$ cat src/design/recovered_clock_defs.svh
`ifndef RECOVERED_CLOCK_DEFS_SVH
`define RECOVERED_CLOCK_DEFS_SVH

// Management register addresses and page codes.
`define PAGE_SELECT_ADDR        5'h1f
`define PAGE_MAIN               16'h0000
`define PAGE_GENERAL_PURPOSE    16'h0010
`define RECOVERED_CLOCK_CONTROL 5'h17

// Field positions inside the recovered clock control register.
`define ENABLE_BIT              15
`define FREQ_MSB                10
`define FREQ_LSB                8
`define SQUELCH_MSB             5
`define SQUELCH_LSB             4
`define SOURCE_MSB              2
`define SOURCE_LSB              0

// Writable bits and reset value of the control register.
`define CONTROL_WRITE_MASK      16'h8737
`define CONTROL_RESET           16'h0000

// Field codes.
`define FREQ_25_MHZ             3'h0
`define FREQ_125_MHZ            3'h1
`define FREQ_31P25_MHZ          3'h2
`define SOURCE_COPPER           3'h1
`define SQUELCH_STRICT          2'h0
`define SQUELCH_RELAXED         2'h1
`define SQUELCH_LINK_ONLY       2'h2
`define SQUELCH_NONE            2'h3

`endif

$ cat src/design/recovered_clock_pkg.sv
package recovered_clock_pkg;

  // Speed at which the copper link came up.
  typedef enum logic [1:0] {
    speed_10,
    speed_100,
    speed_1000,
    speed_unknown
  } link_speed_type;

  // Pass or hold state of the clock gate.
  typedef enum logic {
    gate_closed,
    gate_open
  } gate_state_type;

endpackage : recovered_clock_pkg

$ cat src/design/squelch_policy.sv
`timescale 1ns/1ps
`include "recovered_clock_defs.svh"

// Decides from link state and squelch level whether the clock may pass.
module squelch_policy
  import recovered_clock_pkg::*;
(
  input  wire logic           [1:0] squelch_level,
  input  wire logic                 link_up,
  input  wire logic                 link_stable,
  input  wire link_speed_type       link_speed,
  input  wire logic                 link_master,
  input  wire logic                 eee_active,
  input  wire logic                 lpi_receiving,
  output logic                      clock_allowed
);

  logic linked;
  logic no_recovery_mode;
  logic eee_mode;

  // Link conditions shared by the squelch levels.
  always_comb begin
    linked           = link_up && link_stable;
    no_recovery_mode = (link_speed == speed_10) ||
                       ((link_speed == speed_1000) && link_master);
    eee_mode         = eee_active && ((link_speed == speed_100) ||
                       ((link_speed == speed_1000) && !link_master));
  end

  // Selection of the policy by squelch level.
  always_comb begin
    unique case (squelch_level)
      `SQUELCH_STRICT:    clock_allowed = linked && !no_recovery_mode && !eee_mode;
      `SQUELCH_RELAXED:   clock_allowed = linked && (!eee_mode || lpi_receiving);
      `SQUELCH_LINK_ONLY: clock_allowed = link_up;
      `SQUELCH_NONE:      clock_allowed = 1'b1;
    endcase
  end

endmodule : squelch_policy

$ cat src/design/recovered_clock_output_control.sv
// How it works
// - The recovered clock output is driven only while the enable bit is one, which resets to zero.
// - The frequency field picks 25, 125 or 31.25 MHz and reserved codes give no clock.
// - Squelch level 00 holds the output low when unlinked, unstable, 1000 Mb master or 10 Mb, or in EEE at 100 or 1000 Mb.
// - Squelch level 01 also passes the clock for master, 10 Mb and EEE while idle is received.
// - Squelch level 10 holds the output low only while the link is down.
// - Squelch level 11 never holds the output low.
// - A high external squelch input forces the output low over every register setting.
// - Only source code 001 routes the copper recovered clock; other codes give no clock.
// - Control bits survive a software reset and are cleared only by the hardware reset.
`timescale 1ns/1ps
`include "recovered_clock_defs.svh"

module recovered_clock_output_control
  import recovered_clock_pkg::*;
(
  input  wire logic           clock,
  input  wire logic           rst_b,
  input  wire logic           soft_reset,
  input  wire logic    [4:0]  mgmt_addr,
  input  wire logic    [15:0] mgmt_write_data,
  input  wire logic           mgmt_write,
  input  wire logic           mgmt_read,
  output logic         [15:0] mgmt_read_data,
  input  wire logic           recovered_clock_25,
  input  wire logic           recovered_clock_125,
  input  wire logic           recovered_clock_31p25,
  input  wire logic           link_up,
  input  wire logic           link_stable,
  input  wire link_speed_type link_speed,
  input  wire logic           link_master,
  input  wire logic           eee_active,
  input  wire logic           lpi_receiving,
  input  wire logic           clock_squelch_in,
  output logic                recovered_clock_output
);

  // Register state, next values and the decoded views of the control fields.
  logic           [15:0] page_reg;
  logic           [15:0] page_next;
  logic           [15:0] control_reg;
  logic           [15:0] control_next;
  logic           [15:0] read_next;
  logic                  page_write;
  logic                  control_write;
  logic                  enable_bit;
  logic           [2:0]  freq_code;
  logic           [1:0]  squelch_code;
  logic           [2:0]  source_code;
  logic                  selected_clock;
  logic                  source_valid;
  logic                  clock_allowed;
  logic                  gate_want;
  gate_state_type        gate_reg;
  gate_state_type        gate_next;
  logic                  output_next;

  // True when an address hits the control register on the current page.
  // Both address and page must match, so the main page never reaches the control bits.
  function automatic logic control_hit(input logic [4:0] addr, input logic [15:0] page);
    control_hit = (addr == `RECOVERED_CLOCK_CONTROL) && (page == `PAGE_GENERAL_PURPOSE);
  endfunction : control_hit

  // True when an address hits the page select register.
  // The page register answers on every page, so software can always find its way back.
  function automatic logic page_hit(input logic [4:0] addr);
    page_hit = (addr == `PAGE_SELECT_ADDR);
  endfunction : page_hit

  // Write strobes for the two registers, decoded once from address and page.
  always_comb begin
    page_write    = mgmt_write && page_hit(mgmt_addr);
    control_write = mgmt_write && control_hit(mgmt_addr, page_reg);
  end

  // Next page select value; a software reset wins over a write in the same cycle,
  // so software always finds itself back on the main page after a reset.
  always_comb begin
    page_next = page_reg;
    if (soft_reset) begin
      page_next = `PAGE_MAIN;
    end else if (page_write) begin
      page_next = mgmt_write_data;
    end
  end

  // Page select register.
  always_ff @(posedge clock or negedge rst_b) begin
    if (!rst_b) begin
      page_reg <= `PAGE_MAIN;
    end else begin
      page_reg <= page_next;
    end
  end

  // Next value of the control register; only writable bits change.
  // Read-only bits are masked off on write, so they always read back as zero.
  always_comb begin
    control_next = control_reg;
    if (control_write) begin
      control_next = mgmt_write_data & `CONTROL_WRITE_MASK;
    end
  end

  // Control register, cleared only by the hardware reset.
  // A software reset is ignored here on purpose, so a running clock is not disturbed.
  always_ff @(posedge clock or negedge rst_b) begin
    if (!rst_b) begin
      control_reg <= `CONTROL_RESET;
    end else begin
      control_reg <= control_next;
    end
  end

  // Read data for the page register and the control register; others read zero.
  // Decoding uses the page value before any write in the same cycle.
  always_comb begin
    read_next = 16'h0000;
    if (page_hit(mgmt_addr)) begin
      read_next = page_reg;
    end else if (control_hit(mgmt_addr, page_reg)) begin
      read_next = control_reg;
    end
  end

  // Read data is registered one cycle after the read strobe and held.
  // Holding the last value lets software sample it at leisure after the strobe.
  always_ff @(posedge clock or negedge rst_b) begin
    if (!rst_b) begin
      mgmt_read_data <= 16'h0000;
    end else if (mgmt_read) begin
      mgmt_read_data <= read_next;
    end
  end

  // Control fields split out once so that every consumer reads the same slices.
  always_comb begin
    enable_bit   = control_reg[`ENABLE_BIT];
    freq_code    = control_reg[`FREQ_MSB:`FREQ_LSB];
    squelch_code = control_reg[`SQUELCH_MSB:`SQUELCH_LSB];
    source_code  = control_reg[`SOURCE_MSB:`SOURCE_LSB];
  end

  // Clock source and frequency selection.
  // Reserved rates select a constant low, so the gate can never pass them.
  // The clock inputs are sampled levels, so only rates well below the system clock
  // come through with their true shape.
  always_comb begin
    source_valid = (source_code == `SOURCE_COPPER);
    unique case (freq_code)
      `FREQ_25_MHZ:    selected_clock = recovered_clock_25;
      `FREQ_125_MHZ:   selected_clock = recovered_clock_125;
      `FREQ_31P25_MHZ: selected_clock = recovered_clock_31p25;
      default:         selected_clock = 1'b0;
    endcase
  end

  // Squelch policy for the selected level.
  // The level table lives in its own module so that it can be read in one place.
  squelch_policy policy (
    .squelch_level (squelch_code),
    .link_up       (link_up),
    .link_stable   (link_stable),
    .link_speed    (link_speed),
    .link_master   (link_master),
    .eee_active    (eee_active),
    .lpi_receiving (lpi_receiving),
    .clock_allowed (clock_allowed)
  );

  // Combined pass condition of every control.
  // Every condition is a level, so any one of them going away closes the gate.
  always_comb begin
    gate_want = enable_bit && source_valid && clock_allowed && !clock_squelch_in;
  end

  // Next gate state. Closing is immediate so that the squelch pin and a cleared enable
  // take hold within one cycle; opening waits for a low phase of the selected clock so
  // that the first pulse leaving the block is always a whole one.
  always_comb begin
    gate_next = gate_reg;
    if (!gate_want) begin
      gate_next = gate_closed;
    end else if (!selected_clock) begin
      gate_next = gate_open;
    end
  end

  // Gate state register.
  always_ff @(posedge clock or negedge rst_b) begin
    if (!rst_b) begin
      gate_reg <= gate_closed;
    end else begin
      gate_reg <= gate_next;
    end
  end

  // Next output level; the pass condition is repeated here so that a squelch or a
  // disable drops the output on the very next edge, without waiting for the gate.
  always_comb begin
    output_next = (gate_reg == gate_open) && gate_want && selected_clock;
  end

  // Registered clock output, so the pin never carries a combinational glitch.
  always_ff @(posedge clock or negedge rst_b) begin
    if (!rst_b) begin
      recovered_clock_output <= 1'b0;
    end else begin
      recovered_clock_output <= output_next;
    end
  end

endmodule : recovered_clock_output_control

$ cat config.mk
export PLATFORM = sky130hd
export DESIGN_NAME = recovered_clock_output_control
export DESIGN_NICKNAME = d
export VERILOG_FILES = /design/src/design/recovered_clock_pkg.sv /design/src/design/squelch_policy.sv /design/src/design/recovered_clock_output_control.sv
export VERILOG_INCLUDE_DIRS = /design/src /design/src/design
export SDC_FILE = /design/constraint.sdc
export NUM_CORES = 1
export LEC_CHECK = 0
export BUFFER_PORTS_ARGS = -buffer_cell sky130_fd_sc_hd__buf_2
export CORE_AREA = 2 2 49 85
export DETAILED_ROUTE_END_ITERATION = 8
export DIE_AREA = 0 0 51 87
export PLACE_DENSITY = 0.86
export SLEW_MARGIN = 15
export SYNTH_ARGS = -nofsm -noshare
export SYNTH_HDL_FRONTEND = slang
export SYNTH_SLANG_ARGS = --single-unit
$ cat constraint.sdc
create_clock -name clock -period 1.6 [get_ports clock]
set_clock_uncertainty 0.05 [all_clocks]
set_input_delay 0.32 -clock clock [delete_from_list [all_inputs] [get_ports clock]]
set_output_delay 0.32 -clock clock [all_outputs]
set_load 0.01 [all_outputs]
==> metrics.csv, run 1 <==
metric,value,unit
row count,30,
"EDFF count, synth",0,
"Primary FF master, synth",dfrtp_1,
CTS tree,built,
syn_nets,194,
layout cells sized above 1,0.416,
number of buffers added on ports,53,
Setup TNS Final,-0.0303,ns
HP Class,in2reg,
Slew @ Worst Pin,0.473,ns
NumNets Final,257,
Period minus WS final,1.61,ns
IO Pins,54,
antenna cell count,0,
DR WL met3,170,um
GRT Total Usage,0.214,
H-tree levels,2,
"delay-heaviest family, CP",simple AND/OR/NAND/NOR gates,
grt ovf,0,
WHS,0.193,ns
worst-path cell chain,"nor4_2, and3_4, buf_4, a32oi_1, a21oi_1",
CTS root buffer,clkbuf_8,
final setup violation count,4,
initial antenna violation count,0,
post-synthesis register bit count,43,
placed insts,257,
Starting Density,0.491,
CP Capture Type,register,
Die Ht,87,um
Layout Cells excl Fill,269,
mean area per synthesized cell,11.9,um^2
area grow syn2layout,29.6,%
share of the synthesized area in the top cell type,0.578,
max-slew violations,0,
Syn Inst Count,157,
Power Dens Cells,887,nW/um^2
TritonCTS Buffers,5,
Leak,1.17,nW
Vias/cell,5.62,
# fillers,327,
asr flop ratio synth,1.00,
pre-CTS WS,-0.179,ns
synth top area cells,"dfrtp_1 58%, a22o_1 7.5%, mux2_2 5.4%, a32oi_1 4.2%, a21oi_1 3.0%",
Synth area leader,dfrtp_1,
Clock Pin Slew Worst Setup and Hold Paths,0.08,ns
CP max stage cell,dfrtp_1,
Post-Route WL,4.41,mm
outcome,"complete, but fails checks",
area of the mapped netlist,1860,um^2
first-pass GRT wire length,7.01,mm
WP buf/inv,1,
worst vdd ir,653,uV
post-route setup slack,-0.0134,ns
Core Area,3790,um^2
Worst Path Required,1.77,ns
Yosys cell types,31,
Critical Path Max Stage Delay,0.42,ns
Placer Congestion,0.805,
Syn. warnings,0,
vias in the first global route,1524,
max-cap violations,0,
top-count cell post-synth,dfrtp_1,
DRT antenna net count,0,
uppermost layer routed,met4,
share of the clock period used by the worst path,1.01,
fmax,620,MHz
crit path launch type,register,
Final Hold Viols,0,
CP Class,reg2reg,
Detailed Routing Iterations Pass 1,4,
failing checks,negative setup slack,
Post-synth top cells,"43 x dfrtp_1, 16 x a22o_1, 13 x nor2_1",
slew margin rel.,0.684,
DP HPWL,3.04,mm
sequential element share of the synthesized area,0.578,
crit path max fanout,9,
worst-case clock buffer depth,2,
Register Area,1080,um^2
Sink Count,43,
post-DR wirelength/cell,16.4,um
DR DRC count,0,
worst skew pair latency,0.29,ns
footprint of the multi-input gates,758,um^2
Die X,51,um
wire length on met2,2.34,mm
die area,4440,um^2
largest net degree at the start of global routing,33,
critical path arrival,1.79,ns
via count,1512,
WL met1,1.79,mm
RSZ-0062 raised after global routing,true,
Starting DRT DRC Count,69,
cells by family (layout without fill, tap and decap cells):
family                 after synthesis  after routing  synth area share
and+or+nand+nor                     38             39             0.122
muxes                               10             10            0.0598
AOI/OAI and AO/OA                   49             49             0.186
buffers and inverters               17             80            0.0544
DFF                                 43             43             0.578
per-layer routing:
layer / up-vias / GRT usage
met4: 0 / 0.138
li1: 706 / -
met5: - / 0
met2: 51 / 0.358
met1: 747 / 0.248
met3: 8 / 0.0344
stage by stage:
| stage | util | cell area, um^2 | total power [mW] |
|---|---|---|---|
| floorplan | - | 1860 | 1.19 |
| global placement | 0.578 | 2190 | 1.29 |
| detailed placement | 0.578 | 2190 | 1.30 |
| CTS | 0.614 | 2330 | 2.14 |
| global route | 0.636 | 2410 | 2.20 |
| finish | 0.636 | 2410 | 2.14 |
worst register-to-register path, delay by kind of cell, from the launching register on:
family / cells / cell delay (ns)
AOI/OAI and AO/OA: 2 / 0.30
buffers and inverters: 1 / 0.19
DFF: 1 / 0.42
and+or+nand+nor: 2 / 0.59
layout by cell type, fill, tap and decap left out, types with 2 or more instances in the layout:
cell,instances
and3_4,2
mux2_2,9
and2_1,2
inv_1,7
nor2_1,13
clkbuf_8,6
dfrtp_1,43
a22o_1,16
nor4_2,2
nand3_1,7
a21oi_1,11
nand3_4,2
buf_2,53
buf_4,9
a32oi_1,9
o21ai_0,10
final timing paths:
check / from / to / slack [ns] / depth (start not counted)
worst max-delay path: page_reg[13] / mgmt_read_data[4] / -0.01 / 5
worst min-delay path: mgmt_write_data[6] / page_reg[6] / 0.19 / 2
worst max register to register: page_reg[13] / mgmt_read_data[4] / -0.01 / 5
worst min register to register: mgmt_read_data[12] / mgmt_read_data[12] / 0.47 / 2
max in group asynchronous: rst_b / mgmt_read_data[13] / 0.60 / 3
min in group asynchronous: rst_b / control_reg[0] / 0.43 / 2
final cells by class:
type / count / share of cell area
timing repair buffer: 65 / 0.155
tap: 48 / 0.0249
clock buffer: 6 / 0.0342
sequential: 43 / 0.446
inverter: 7 / 0.0109
multi-input combinational: 98 / 0.314
clock inverter: 2 / 0.0145
power breakdown:
group	total [mW]	switching [mW]	internal (mW)
Sequential	1.12	0.0111	1.11
Combinational	0.167	0.0962	0.0713
Clock	0.855	0.351	0.505
Total	2.14	0.458	1.68
repair_timing:
| action | CTS | global route |
|---|---|---|
| gates resized for setup | 1 | 12 |
| buffers inserted | 1 | 1 |
| gates cloned | 0 | 1 |
| pin swaps | 4 | 6 |
| hold buffers | 1 | 0 |
| hold endpoints to repair | 17 | 0 |
| endpoints found under the setup margin | 2 | 26 |
Power figures use the tool's default switching activity.
==> run 2: changes to the inputs <==
Clock period 1.6 ns to 1.8 ns, I/O delays scaled along.
==> run 2 against run 1 <==
Against the previous run: power fell by 20%; design area is 6.8% lower; maximum frequency shrank 2.2%; register-to-register slack gained 0.16 ns; critical endpoint is now control_reg[8]; combinational power shrank 17%; via count is 3.0% lower; the run now ends clean; sequential power shrank 11%; largest cell class unchanged; critical path depth down 1; largest power group unchanged.
==> metrics.csv, run 2 (same netlist as run 1, synthesis figures left out) <==
metric,value,unit,change
largest net degree at the start of global routing,33,,unchanged
max-cap violations,0,,unchanged
HP Class,in2reg,,unchanged
Worst Path Required,1.93,ns,was 1.77 ns
via count,1466,,was 1512
worst vdd ir,499,uV,was 653 uV
Layout Cells excl Fill,263,,was 269
vias in the first global route,1444,,was 1524
first-pass GRT wire length,6.52,mm,was 7.01 mm
TritonCTS Buffers,5,,unchanged
GRT Total Usage,0.196,,was 0.214
Final Power,1.70,mW,was 2.14 mW
crit path launch type,register,,unchanged
post_cts resized,0,,was 1
IO Pins,54,,unchanged
die area,4440,um^2,unchanged
layout cells sized above 1,0.353,,was 0.416
Post-Route WL,3.94,mm,was 4.41 mm
Clock Pin Slew Worst Setup and Hold Paths,0.08,ns,about the same
CP Class,reg2reg,,unchanged
Detailed Routing Iterations Pass 1,4,,unchanged
DRT antenna net count,0,,unchanged
DR DRC count,0,,unchanged
Starting DRT DRC Count,30,,was 69
worst skew pair latency,0.29,ns,about the same
H-tree levels,2,,unchanged
NumNets Final,251,,was 257
share of the clock period used by the worst path,0.916,,was 1.01
Sink Count,43,,unchanged
antenna cell count,0,,unchanged
CP max stage cell,dfrtp_1,,unchanged
"most common cell after layout, fill and taps aside",buf_2,,unchanged
fmax,606,MHz,was 620 MHz
Leak,1.11,nW,was 1.17 nW
Core Area,3790,um^2,unchanged
placed insts,254,,was 257
max-slew violations,0,,unchanged
row count,30,,unchanged
number of buffers added on ports,53,,unchanged
critical path arrival,1.78,ns,was 1.79 ns
outcome,"complete, no violations",,"was complete, but fails checks"
area grow syn2layout,20.8,%,was 29.6%
Critical Path Max Stage Delay,0.41,ns,was 0.42 ns
Slew @ Worst Pin,0.694,ns,was 0.473 ns
Placer Congestion,0.812,,was 0.805
Setup TNS Final,0,ns,was -0.0303 ns
initial antenna violation count,0,,unchanged
pre-CTS WS,-0.000185,ns,was -0.179 ns
"commonest non-fill, non-tap cells in the layout","53 x buf_2, 43 x dfrtp_1, 16 x a22o_1",,unchanged
worst-case clock buffer depth,2,,unchanged
Die Ht,87,um,unchanged
fin util,0.593,,was 0.636
final setup violation count,0,,was 4
Starting Density,0.491,,unchanged
Vias/cell,5.57,,was 5.62
CTS tree,built,,unchanged
CP Capture Type,register,,unchanged
CTS root buffer,clkbuf_8,,unchanged
crit path max fanout,9,,unchanged
Final Hold Viols,0,,unchanged
Die X,51,um,unchanged
RSZ-0062 raised after global routing,false,,was true
Post-CTS Hold Buffers,1,,unchanged
post-DR wirelength/cell,15.0,um,was 16.4 um
worst-path cell chain,"nor4_1, and3_1, nand3_4, mux2_2",,"was nor4_2, and3_4, buf_4, a32oi_1, a21oi_1"
Power Dens Cells,757,nW/um^2,was 887 nW/um^2
post-route setup slack,0.150,ns,was -0.0134 ns
grt ovf,0,,unchanged
Period minus WS final,1.65,ns,was 1.61 ns
DP HPWL,3.04,mm,about the same
slew margin rel.,0.537,,was 0.684
postcts setup bufs,0,,was 1
==> run 2: cell types whose count changed in the layout (fill, tap and decap cells not counted), sizes merged <==
cell and change:
clkbuf +1, nand3 -1, buf -5, bufinv -1
==> run 2: path summary, 6_finish.rpt <==
path                                     from                  to  slack [ns]  cells after the start
max                              page_reg[12]      control_reg[8]        0.15                      4
min                        mgmt_write_data[6]         page_reg[6]        0.24                      2
max reg2reg                      page_reg[12]      control_reg[8]        0.15                      4
min reg2reg                mgmt_read_data[12]  mgmt_read_data[12]        0.47                      2
max in group asynchronous               rst_b  mgmt_read_data[10]        0.63                      3
min in group asynchronous               rst_b   mgmt_read_data[2]        0.52                      2
==> run 2: area by class of cell <==
| type | instances | area (um^2) |
|---|---|---|
| Clock buffer | 7 | 76.3 |
| Clock inverter | 1 | 5.00 |
| Fill cell | 338 | 1540 |
| Inverter | 7 | 26.3 |
| Multi-Input combinational cell | 97 | 684 |
| Sequential cell | 43 | 1080 |
| Tap cell | 48 | 60.1 |
| Timing Repair Buffer | 60 | 320 |
==> run 2: where the power goes <==
group,switching [mW],internal [mW]
Combinational,0.0792,0.0585
Clock,0.300,0.272
Sequential,0.00984,0.983
Total,0.389,1.31
==> run 2: worst max-delay path, delay by kind of cell, from the launching register on <==
kind             cells  cell delay [ns]
flip-flops           1             0.41
multiplexers         1             0.31
AND/OR/NAND/NOR      3             0.78
==> run 2: layer usage <==
metal  wire, um  part of all wire  track usage
met3        198             0.050       0.0412
met4         85             0.022       0.0885
met2       2110              0.54        0.339
met5          0                 0            0
met1       1550              0.39        0.227
==> run 2: metrics by stage <==
| stage | hold WS [ns] | instance area [um^2] |
|---|---|---|
| global route | 0.232 | 2250 |
| global placement | 0.308 | 2160 |
| floorplan | 0.0144 | 1860 |
| finish | 0.238 | 2250 |
| CTS | 0.232 | 2250 |
| detailed placement | 0.315 | 2160 |
